<file path="src/rtl/psd_pkg.sv">
// constants and types shared by the pseudo-static memory host controller
package psd_pkg;
    localparam int ADDR_W          = 13;   // 8K byte-wide locations
    localparam int DATA_W          = 8;
    localparam int CLK_PERIOD_NS   = 8;
    // address set-up before select, in clock cycles
    localparam int ADDR_SETUP_CYC  = 1;
    // strobe cycles up to the first ready sample; an enable stays active one cycle more
    localparam int STROBE_CYC      = 2;
    // cycles of idle gap after release of all strobes
    localparam int GAP_CYC         = 1;
    localparam logic [3:0] CNT_ZERO = 4'h0;

    typedef enum logic [2:0] {
        PSD_IDLE    = 3'b000,
        PSD_SETUP   = 3'b001,
        PSD_SELECT  = 3'b010,
        PSD_STROBE  = 3'b011,
        PSD_WAIT    = 3'b100,
        PSD_RELEASE = 3'b101,
        PSD_REFRESH = 3'b110,
        PSD_GAP     = 3'b111
    } psd_state_t;

    // request kinds on the user port
    typedef enum logic [1:0] {
        PSD_OP_READ  = 2'b00,
        PSD_OP_WRITE = 2'b01,
        PSD_OP_ADDR  = 2'b10,
        PSD_OP_REFR  = 2'b11
    } psd_op_t;
endpackage

</file>
<file path="src/rtl/psd_host.sv">
// host controller driving a pseudo-static dynamic memory through its pins
import psd_pkg::*;

// Overview of operation
// - host drives select glitch-free from a flop
// - drop enables before next select assertion
// - write strobe after select, data valid
// - write strobe delayed one flop stage
// - never both enables in one cycle
// - address valid before select for address-only
// - host waits while ready is low, except in the sync variant
// - never select and refresh request together
// - refresh requests preferably on idle bus
module psd_host (
    // clock and reset
    input  wire logic              ref_clk_in,
    input  wire logic              rstn_in,
    // user request port
    input  wire logic              req_valid_in,
    input  wire logic [1:0]        req_op_in,
    input  wire logic [ADDR_W-1:0] req_addr_in,
    input  wire logic [DATA_W-1:0] req_wdata_in,
    input  wire logic              sync_variant_in,
    output logic                   req_ready_out,
    output logic                   rsp_valid_out,
    output logic [DATA_W-1:0]      rsp_rdata_out,
    // memory pins
    output logic [ADDR_W-1:0]      mem_addr_out,
    output logic [DATA_W-1:0]      mem_data_out,
    output logic                   mem_data_oe_out,
    input  wire logic [DATA_W-1:0] mem_data_in,
    output logic                   chip_sel_n_out,
    output logic                   out_en_n_out,
    output logic                   wr_en_n_out,
    output logic                   refresh_request_out,
    input  wire logic              mem_ready_in
);

    typedef struct packed {
        psd_state_t          st;
        psd_op_t             op;
        logic [3:0]          cnt;
        logic                req_ready;
        logic                rsp_valid;
        logic [DATA_W-1:0]   rdata;
        logic [ADDR_W-1:0]   addr;
        logic [DATA_W-1:0]   wdata;
        logic                data_oe;
        logic                cs_n;
        logic                oe_n;
        logic                we_n;
        logic                refr;
    } psd_regs_t;

    psd_regs_t r;
    psd_regs_t next_r;

    function automatic logic [3:0] cyc(input int n);
        cyc = 4'(n);
    endfunction

    // decode of the request kind on the user port
    function automatic logic op_is_refr(input logic [1:0] op);
        op_is_refr = (psd_op_t'(op) == PSD_OP_REFR);
    endfunction

    function automatic logic op_is_write(input logic [1:0] op);
        op_is_write = (psd_op_t'(op) == PSD_OP_WRITE);
    endfunction

    always_comb begin
        next_r           = r;
        next_r.rsp_valid = 1'b0;
        case (r.st)

            // waiting for a request; address and data are registered here
            PSD_IDLE: begin
                if (req_valid_in && r.req_ready) begin
                    next_r.req_ready = 1'b0;
                    next_r.op        = psd_op_t'(req_op_in);
                    next_r.addr      = req_addr_in;
                    next_r.wdata     = req_wdata_in;
                    next_r.cnt       = cyc(ADDR_SETUP_CYC);
                    if (op_is_refr(req_op_in)) begin
                        // refresh only with select idle
                        next_r.refr = sync_variant_in;
                        next_r.cnt  = cyc(STROBE_CYC);
                        next_r.st   = PSD_REFRESH;
                    end else begin
                        // data driven early for writes
                        next_r.data_oe = op_is_write(req_op_in);
                        next_r.st      = PSD_SETUP;
                    end
                end
            end

            // address settles on the pins before select falls
            PSD_SETUP: begin
                next_r.cnt = r.cnt - 4'h1;
                if (r.cnt <= 4'h1) begin
                    // select from a single flop, one clean fall
                    next_r.cs_n = 1'b0;
                    next_r.st   = PSD_SELECT;
                end
            end

            // select is low; raise exactly one enable, or none
            PSD_SELECT: begin
                next_r.cnt = cyc(STROBE_CYC);
                // only one enable per select cycle
                if (r.op == PSD_OP_READ) begin
                    next_r.oe_n = 1'b0;
                end else if (r.op == PSD_OP_WRITE) begin
                    // strobe one flop stage after select
                    next_r.we_n = 1'b0;
                end
                next_r.st = PSD_STROBE;
            end

            // hold the enable for the strobe time, then for ready
            PSD_STROBE: begin
                if (r.cnt != CNT_ZERO) begin
                    next_r.cnt = r.cnt - 4'h1;
                end
                // stretch the access while the device is busy, unless in the sync variant
                if (r.cnt <= 4'h1 && (mem_ready_in || sync_variant_in)) begin
                    next_r.st = PSD_WAIT;
                end
            end

            // take read data and drop both enables while select is low
            PSD_WAIT: begin
                // sample read data while output enable still active
                next_r.rdata = mem_data_in;
                next_r.oe_n  = 1'b1;
                next_r.we_n  = 1'b1;
                next_r.st    = PSD_RELEASE;
            end

            // enables are already high, so select can rise cleanly
            PSD_RELEASE: begin
                next_r.cs_n      = 1'b1;
                next_r.data_oe   = 1'b0;
                next_r.rsp_valid = 1'b1;
                next_r.cnt       = cyc(GAP_CYC);
                next_r.st        = PSD_GAP;
            end

            // refresh request, raised in the sync variant only, held for the strobe time, select stays high
            PSD_REFRESH: begin
                next_r.cnt = r.cnt - 4'h1;
                if (r.cnt <= 4'h1) begin
                    next_r.refr      = 1'b0;
                    next_r.rsp_valid = 1'b1;
                    next_r.cnt       = cyc(GAP_CYC);
                    next_r.st        = PSD_GAP;
                end
            end

            // idle gap so the next select fall is a distinct edge
            PSD_GAP: begin
                next_r.cnt = r.cnt - 4'h1;
                if (r.cnt <= 4'h1) begin
                    next_r.req_ready = 1'b1;
                    next_r.st        = PSD_IDLE;
                end
            end

            // unreachable codes fall back to idle
            default: begin
                next_r.st = PSD_IDLE;
            end
        endcase
    end

    // reset parks every strobe inactive and the request port ready
    always_ff @(posedge ref_clk_in) begin
        if (!rstn_in) begin
            r           <= '0;
            r.st        <= PSD_IDLE;
            r.req_ready <= 1'b1;
            r.cs_n      <= 1'b1;
            r.oe_n      <= 1'b1;
            r.we_n      <= 1'b1;
        end else begin
            r <= next_r;
        end
    end

    // every output is a field of the registered state
    assign req_ready_out       = r.req_ready;
    assign rsp_valid_out       = r.rsp_valid;
    assign rsp_rdata_out       = r.rdata;
    assign mem_addr_out        = r.addr;
    assign mem_data_out        = r.wdata;
    assign mem_data_oe_out     = r.data_oe;
    assign chip_sel_n_out      = r.cs_n;
    assign out_en_n_out        = r.oe_n;
    assign wr_en_n_out         = r.we_n;
    assign refresh_request_out = r.refr;

endmodule

</file>
<file path="config.mk">
export PLATFORM = sky130hd
export DESIGN_NAME = psd_host
export DESIGN_NICKNAME = d
export VERILOG_FILES = /design/src/rtl/psd_pkg.sv /design/src/rtl/psd_host.sv
export SDC_FILE = /design/constraint.sdc
export NUM_CORES = 1
export LEC_CHECK = 0
export BUFFER_PORTS_ARGS = -buffer_cell sky130_fd_sc_hd__buf_4
export CORE_ASPECT_RATIO = 0.75
export CORE_MARGIN = 8
export CORE_UTILIZATION = 50
export DETAILED_ROUTE_END_ITERATION = 12
export PLACE_DENSITY_LB_ADDON = 0.25
export SLEW_MARGIN = 10
export SYNTH_ARGS = -nofsm -noshare
export SYNTH_HDL_FRONTEND = slang
export SYNTH_SLANG_ARGS = --single-unit
</file>
<file path="constraint.sdc">
create_clock -name ref_clk_in -period 1.9 [get_ports ref_clk_in]
set_input_delay 0.19 -clock ref_clk_in [delete_from_list [all_inputs] [get_ports ref_clk_in]]
set_output_delay 0.19 -clock ref_clk_in [all_outputs]
set_load 0.02 [all_outputs]
</file>
# ---- Word-level counts from Yosys, hierarchy flattened
# Index checks and enable logic that the tools add are counted.
dict set report totals {
  out_inout_bits 36
  register_bits 45
  inputBits 36
}
dict set report classes {
  muxes 27
  eq_ne 21
  n_reduce_logical 22
  n_lt_le_gt_ge 1
  n_addsub 1
}
# cell n
set ops {}
lappend ops {{$pmux 3 s8} 1}
lappend ops {{$pmux 4 s6} 1}
lappend ops {{$ne 2x2->1 const B} 11}
lappend ops {{$mux 3} 5}
lappend ops {{$eq 3x3->1 const B} 4}
lappend ops {{$reduce_and 3->1} 4}
lappend ops {{$mux 1} 10}
lappend ops {{$mux 10} 1}
lappend ops {{$pmux 1 s2} 5}
lappend ops {{$reduce_bool 2->1} 5}
lappend ops {{$mux 4} 2}
lappend ops {{$eq 3x2->1 const B} 2}
lappend ops {{$reduce_and 2->1} 3}
lappend ops {{$reduce_bool 6->1} 1}
lappend ops {{$reduce_and 5->1} 1}
lappend ops {{$eq 2x1->1 const B} 2}
lappend ops {{$le 4x1->1 const B} 1}
lappend ops {{$pmux 2 s2} 1}
lappend ops {{$reduce_and 4->1} 1}
lappend ops {{$reduce_bool 4->1} 1}
lappend ops {{$sub 4x1->4 const B} 1}
lappend ops {{$eq 3x1->1 const B} 1}
lappend ops {{$logic_not 3->1} 1}
lappend ops {{$eq 2x2->1 const B} 1}
lappend ops {{other kinds (5)} 6}

# ---- Longest topological paths before layout
# Gate-level depths: netlist (run 1).
dict set report logic_depth {
  ltp_word 4
  mapped_depth 7
  depth_no_buf 6
}

# ---- Least setup slack after synthesis (run 1)
# No wires, ideal clock.
dict set report synth_path {
  path_kind {reg-to-reg}
  start {reg r[36] (netlist bit)}
  end {reg r[42] (netlist bit)}
  path_buffers 1
  setup_slack_ps 284
  required_time_ps 1781
  synth_period_minus_slack_ps 1616
  arrival_ps 1497
  stages_incl_launch_ff 8
  cell_sequence {dfxtp_1 -> inv_1 -> ha_1 -> or2_0 -> buf_2 -> a21oi_2 -> a22oi_1 -> o221a_1}
}
dict set report synth_via {
  elab_chain_len 4
  word_cells_on_any_way 7
}
# item line_no
set synth_rtl {}
lappend synth_rtl {{from (decl)} psd_host.sv:55} ;# psd_regs_t r;
lappend synth_rtl {{from (signal assigned)} psd_host.sv:186} ;# r <= next_r;
lappend synth_rtl {{$le 4x1->1 *} n/a}
lappend synth_rtl {{$logic_and 1x1->1} psd_host.sv:126} ;# if (r.cnt <= 4'h1 && (mem_ready_in || sync_variant_in)) begin
lappend synth_rtl {{$ne 2x2->1 (no line)} n/a}
lappend synth_rtl {{$reduce_and 5->1 (no line) *} n/a}
# Every way passes the cells marked *; elsewhere a longest branch is shown, timed or not.
# A chain may end at the register's enable or synchronous reset.

# ---- Worst setup path in the final report (run 1)
# Same ends and word-level chain as after synthesis.

==> run summary, run 1 <==
Startpoint type of the worst setup path: flop
Worst path arrival time: 1930 ps
Max clock buf depth: 2
Final setup skew: 8.459 ps
R2R Setup Slk: 140 ps
CP delay by family, top: compound AO/OA/AOI/OAI gates
Post-CTS resize count: 0
Critical R2R Launch: r[36]
Initial DRC count: 102
Post-Synthesis Cells: 279
Diode count: 0
Met2 GRT Util: 0.2263
Max H-tree Level: 2
CP required: 2070 ps
# nets final: 357
Setup_tns: 0 ps
Mapped Avg Cell Area: 7.897 um2
HP Class: input pin to flop
Initial Utilization: 0.5052
TritonRoute pass-1 iters: 4
Worst min-delay path startpoint: req_wdata_in[7]
Final setup fails: 0
Syn nets: 317
Skew-Pair Late Insertion Delay: 290 ps
Vias per inst: 5.332
Maximum VDD drop: 1062 uV
Clk sinks: 45
IO Count: 72
Core area: 4362 um2
Worst-case hold slack: 130.8 ps
Setup CP Type: flop to flop
WP buf/inv: 1
Achievable Freq: 568.2 MHz
Worst slew margin: 0.6605
Reg2reg end: r[42]
Tcrit/Tclk final: 0.9263
Synth area leader: dfxtp_1
Crit path largest cell delay: 440 ps
Standby leakage power: 1.097 nW
Die W: 92.65 um
Root Driver: clkbuf_8
CTS buffer count: 5
Register area share after synthesis: 0.4089
Worst-Margin Slew: 502.2 ps
Initial antenna violation count: 0
Met1 Resource Use GR: 0.2063
PD cells: 1324 nW/um2
Pin count of the biggest net entering global routing: 24
Gr ovfl total: 0
Layout cells sized above 1: 0.2906
Final hold vios: 0
Worst Hold End: mem_data_out[7]
Netlist cell types: 45
Cell Area, Synth: 2203 um2
Final Critical Period: 1760 ps
Critical-path top delay cell: dfxtp_1
Hold_buf cts: 0
RSZ-0062 raised after global routing: no
Hpwl dp: 4.033 mm
DIE AREA: 6809 um2
Status: finished, final reports clean
Chip height: 73.49 um
Gpl congestion: 0.9153
Total track usage: 0.1577
Number of global-route vias before repair: 1867
Layout fillers: 416
# rows: 21
GR Util met3: 0.07041
Critical Path, Cell by Cell: inv_1 -> ha_1 -> or2_0 -> a21oi_2 -> a22oi_1 -> o221a_1
Final wirelength: 5.376 mm
Final WS setup: 140.0 ps
Nature of the critical path endpoint: flop
Via Count: 2010
Place WS: 187.4 ps
Pins Over Slew Limit: 0
Area grow syn2layout: 20.56%
Worst-path clk slew: 90 ps
Placed cells: 369
Final Instance Count excl. Fillers: 377
First-pass GRT wire length: 8.783 mm
Hold Path Stages: 3
Post-synthesis register bit count: 45
Synthesis warning total: 0
DRC errors left: 0
Wire per inst: 14.26 um
Gr busiest metal: met2
Final antenna-violating net count: 0
Cells taking the most area after synthesis: dfxtp_1 41%, nand2_1 11%, buf_4 9.9%
PnR Total Power: 0.003518 W
Setup bufs post-CTS: 0
Worst Reg-to-Reg Cells: 6
Max-cap check violation count: 0
Post-synth top area share: 0.4089
Max FO, Critical Path: 6
# port buffers: 71
TritonCTS clock tree: built
cell families (layout without fill, tap and decap cells):
logic type | after synthesis | in the layout | synth area share
and+or+nand+nor | 97 | 97 | 0.2027
buffers and inverters | 54 | 95 | 0.1562
AOI/OAI and AO/OA | 81 | 81 | 0.2209
adders and majority gates | 2 | 2 | 0.01136
DFF | 45 | 45 | 0.4089
worst register-to-register path: cells and delay by family, from the launching register on:
family                     cells  cell delay [ps]
AOI/OAI and AO/OA              3              630
adders and majority gates      1              240
buffers and inverters          1               90
DFF                            1              440
and+or+nand+nor                1              240
area by class of cell:
class                      count  area (um2)  area share
tap                           57       71.32     0.02685
sequential                    45       900.9      0.3391
inverter                       8       30.03     0.01130
timing repair buffer          79       605.6      0.2280
clock buffer                   5       68.82     0.02591
clock inverter                 3       21.27    0.008008
multi-input combinational    180       958.4      0.3608
worst max-delay path by stage:
stage          cells past startpoint    end  start  slack [ps]
2_1_floorplan                      7  r[42]  r[36]         280
3_5_place_dp                       6  r[42]  r[36]         190
6_report                           6  r[42]  r[36]         140
5_1_grt                            7  r[43]  r[36]          30
4_1_cts                            6  r[42]  r[36]         170
3_3_place_gp                       6  r[42]  r[36]         210
routing by layer:
layer	vias up	share of wire
met5	-	0
met4	0	0.011
met3	8	0.094
met2	74	0.44
met1	918	0.46
li1	1010	-
synth_stat cells:
cell / count
a31o_1: 1
nor4_1: 1
or4_1: 1
or2_1: 3
nand2_1: 62
a211oi_1: 2
a32oi_1: 1
o2bb2ai_1: 1
nand3b_1: 3
nor2_1: 6
nor3b_2: 1
o221a_1: 2
a21oi_1: 34
a21oi_2: 1
or2_0: 1
nor2b_1: 2
a31oi_1: 6
o211ai_1: 2
a22oi_1: 3
and3_1: 1
inv_1: 7
o31ai_1: 3
o21ai_1: 3
nand3_1: 4
a21o_1: 1
nor3_1: 1
o21ai_0: 16
nor2_2: 3
buf_6: 3
inv_2: 1
buf_4: 29
dfxtp_1: 45
and3b_1: 1
a41oi_1: 1
a221oi_1: 1
nor4b_1: 1
ha_1: 2
buf_2: 8
clkbuf_1: 3
o2111ai_1: 2
nand2b_1: 3
a22o_1: 1
buf_1: 3
and2_0: 1
nand4_1: 2
metrics by stage:
step                        util  area [um2]
after CTS                 0.6090        2656
after floorplan                -        2203
after global routing      0.6090        2656
after global placement    0.5884        2566
final                     0.6090        2656
after detailed placement  0.5884        2566
where the power goes:
| part | internal, W | leakage, nW | switching [W] |
|---|---|---|---|
| logic | 0.000654 | 0.686 | 0.000961 |
| clock network | 0.000261 | 0.0445 | 0.000326 |
| registers | 0.00114 | 0.367 | 0.000175 |
| total | 0.00206 | 1.10 | 0.00146 |
cells in the final DEF, fill, tap and decap left out, drive strengths merged, types with 3 or more instances in the layout:
cell / count
a21oi: 35
a22oi: 3
a31oi: 6
buf: 79
clkbuf: 5
dfxtp: 45
inv: 9
nand2: 62
nand2b: 3
nand3: 4
nand3b: 3
nor2: 9
o21ai: 19
o31ai: 3
or2: 4
state kept, by name, summed over array words and instances (netlist names):
name and cells:
out_en_n_out 1, rsp_valid_out 1, r 9, rsp_rdata_out 8, refresh_request_out 1, mem_data_oe_out 1
mem_data_out 8, mem_addr_out 13, req_ready_out 1, wr_en_n_out 1, chip_sel_n_out 1
No activity file was read; power rests on OpenSTA's default activity.
==> inputs of run 2 (changes only) <==
- CORE_ASPECT_RATIO: 0.75 -> not set
==> run 2 against run 1 <==
Net effect:
- clock skew decreased by 3.7 ps
- hold slack got worse by 3.7 ps
- cell area is 2.0% higher
- critical endpoint is now r[44]
- largest cell class unchanged
- largest power group unchanged
==> run summary, run 2 (same netlist as run 1, synthesis figures left out) <==
Status: finished, final reports clean
Core area: 4294 um2 (-1.5%)
Setup_tns: 0 ps (unchanged)
Worst-Margin Slew: 545.7 ps (+43.45 ps)
Max FO, Critical Path: 6 (unchanged)
Tcrit/Tclk final: 0.9062 (-0.02007)
Setup CP Type: flop to flop
Worst-path clk slew: 90 ps (about the same)
HP Class: input pin to flop
Total track usage: 0.1620 (+0.004295)
Vias per inst: 5.330 (about the same)
Gr busiest metal: met2
Root Driver: clkbuf_8
Final hold vios: 0 (unchanged)
CP required: 2080 ps (about the same)
RSZ-0062 raised after global routing: no
GR Util met3: 0.04113 (-0.02928)
Post-CTS resize count: 0 (unchanged)
Final Instance Count excl. Fillers: 376 (-0.27%)
Final wirelength: 5.464 mm (+1.6%)
Max-cap check violation count: 0 (unchanged)
Worst slew margin: 0.6362 (-0.02425)
Final setup skew: 4.751 ps (-3.708 ps)
Maximum VDD drop: 644.5 uV (-39%)
Diode count: 0 (unchanged)
PnR Total Power: 0.003755 W (+6.8%)
Met2 GRT Util: 0.2569 (+0.03059)
Worst Hold End: rsp_rdata_out[3]
Number of global-route vias before repair: 1766 (-5.4%)
PD cells: 1386 nW/um2 (+4.6%)
Final antenna-violating net count: 0 (unchanged)
Initial DRC count: 169 (+66%)
Max FFs per register: 13 (unchanged)
Layout cells sized above 1: 0.2994 (+0.008758)
Placed cells: 368 (-0.27%)
Max clock buf depth: 2 (unchanged)
CTS buffer count: 5 (unchanged)
Pin count of the biggest net entering global routing: 29 (+21%)
Die W: 82.39 um (-11%)
Clk sinks: 45 (unchanged)
Most frequent cells in the layout: 82 x buf_4, 62 x nand2_1, 45 x dfxtp_1
Final Critical Period: 1722 ps (-38.12 ps)
Hpwl dp: 4.111 mm (+2.0%)
Worst min-delay path startpoint: mem_data_in[3]
Startpoint type of the worst setup path: flop
Gr ovfl total: 0 (unchanged)
Area grow syn2layout: 23.00%
IO Count: 72 (unchanged)
Initial Utilization: 0.5131 (+0.007948)
TritonCTS clock tree: built
DRC errors left: 0 (unchanged)
DIE AREA: 6787 um2 (-0.32%)
Initial antenna violation count: 0 (unchanged)
Nature of the critical path endpoint: flop
Standby leakage power: 1.130 nW (+3.0%)
Critical-path top delay cell: dfxtp_1
Critical R2R Launch: r[36]
Skew-Pair Late Insertion Delay: 300 ps (about the same)
Gpl congestion: 0.9761 (+6.6%)
WP buf/inv: 2 (+1)
Worst Reg-to-Reg Cells: 7 (+1)
Pins Over Slew Limit: 0 (unchanged)
First-pass GRT wire length: 8.604 mm (-2.0%)
Hold_buf cts: 0 (unchanged)
Most common cell after layout, fill and taps aside: buf_4
Hold Path Stages: 3 (unchanged)
Wire per inst: 14.53 um (+1.9%)
Achievable Freq: 580.8 MHz (+2.2%)
Max H-tree Level: 2 (unchanged)
# port buffers: 71 (unchanged)
Crit path largest cell delay: 410 ps (-30 ps)
Via Count: 2004 (-0.30%)
# rows: 24 (+14%)
Chip height: 82.39 um (+12%)
Final setup fails: 0 (unchanged)
R2R Setup Slk: 180 ps (+40 ps)
CP delay by family, top: flip-flops
Setup bufs post-CTS: 0 (unchanged)
Met1 Resource Use GR: 0.2064 (about the same)
Final Util: 0.6311 (+0.02211)
Worst path arrival time: 1900 ps (-30 ps)
TritonRoute pass-1 iters: 4 (unchanged)
# nets final: 361 (+1.1%)
Critical Path, Cell by Cell: inv_1 -> ha_1 -> or2_0 -> buf_4 -> o2bb2ai_1 -> a41oi_1 -> nor2_1
Reg2reg end: r[44]
## run 2: cell types whose count changed in the layout (fill, tap and decap cells not counted), sizes merged
cell / delta
inv: -1
buf: +4
clkbuf: +1
bufinv: +1
clkinv: -1
## run 2: worst register-to-register path, delay by kind of cell (launching register included)
kind,cells,cell delay [ps]
fa+ha+maj,1,220
flops,1,410
compound gates,2,340
simple gates,2,360
buf+inv,2,270
## run 2: stage by stage
step | area [um2] | hold slack, ps | setup WS, ps
after floorplan | 2203 | 326.0 | 284.5
after global placement | 2590 | 436.6 | 241.6
after detailed placement | 2590 | 444.9 | 206.0
after CTS | 2710 | 120.8 | 194.8
after global routing | 2710 | 129.1 | 32.42
final | 2710 | 127.0 | 178.2
## run 2: final cells by class
class                      instances  area (um2)
inverter                           8       30.03
multi-input combinational        180       958.4
fill                             404        1584
sequential                        45       900.9
timing repair buffer              83       635.6
clock buffer                       6       82.58
clock inverter                     2       37.54
tap                               52       65.06
## run 2: worst max path at each step
| stage | start | end | depth (start not counted) | slack [ps] |
|---|---|---|---|---|
| global placement | r[36] | r[44] | 7 | 240 |
| finish | r[36] | r[44] | 7 | 180 |
| floorplan | r[36] | r[42] | 7 | 280 |
| global route | r[36] | r[44] | 7 | 30 |
| detailed placement | r[36] | r[44] | 7 | 210 |
| CTS | r[36] | r[44] | 7 | 190 |
## run 2: layer usage
metal | up-vias | routed length (um)
met5 | - | 0
met4 | 0 | 67
met3 | 7 | 559
met2 | 72 | 2569
met1 | 907 | 2268
li1 | 1018 | -
## run 2: power by group
group,switching (W),total (W),internal [W],leakage [nW]
Clock,0.000327,0.000755,0.000428,0.0574
Combinational,0.000998,0.00171,0.000713,0.705
Sequential,0.000148,0.00129,0.00114,0.367
Total,0.00147,0.00376,0.00228,1.13
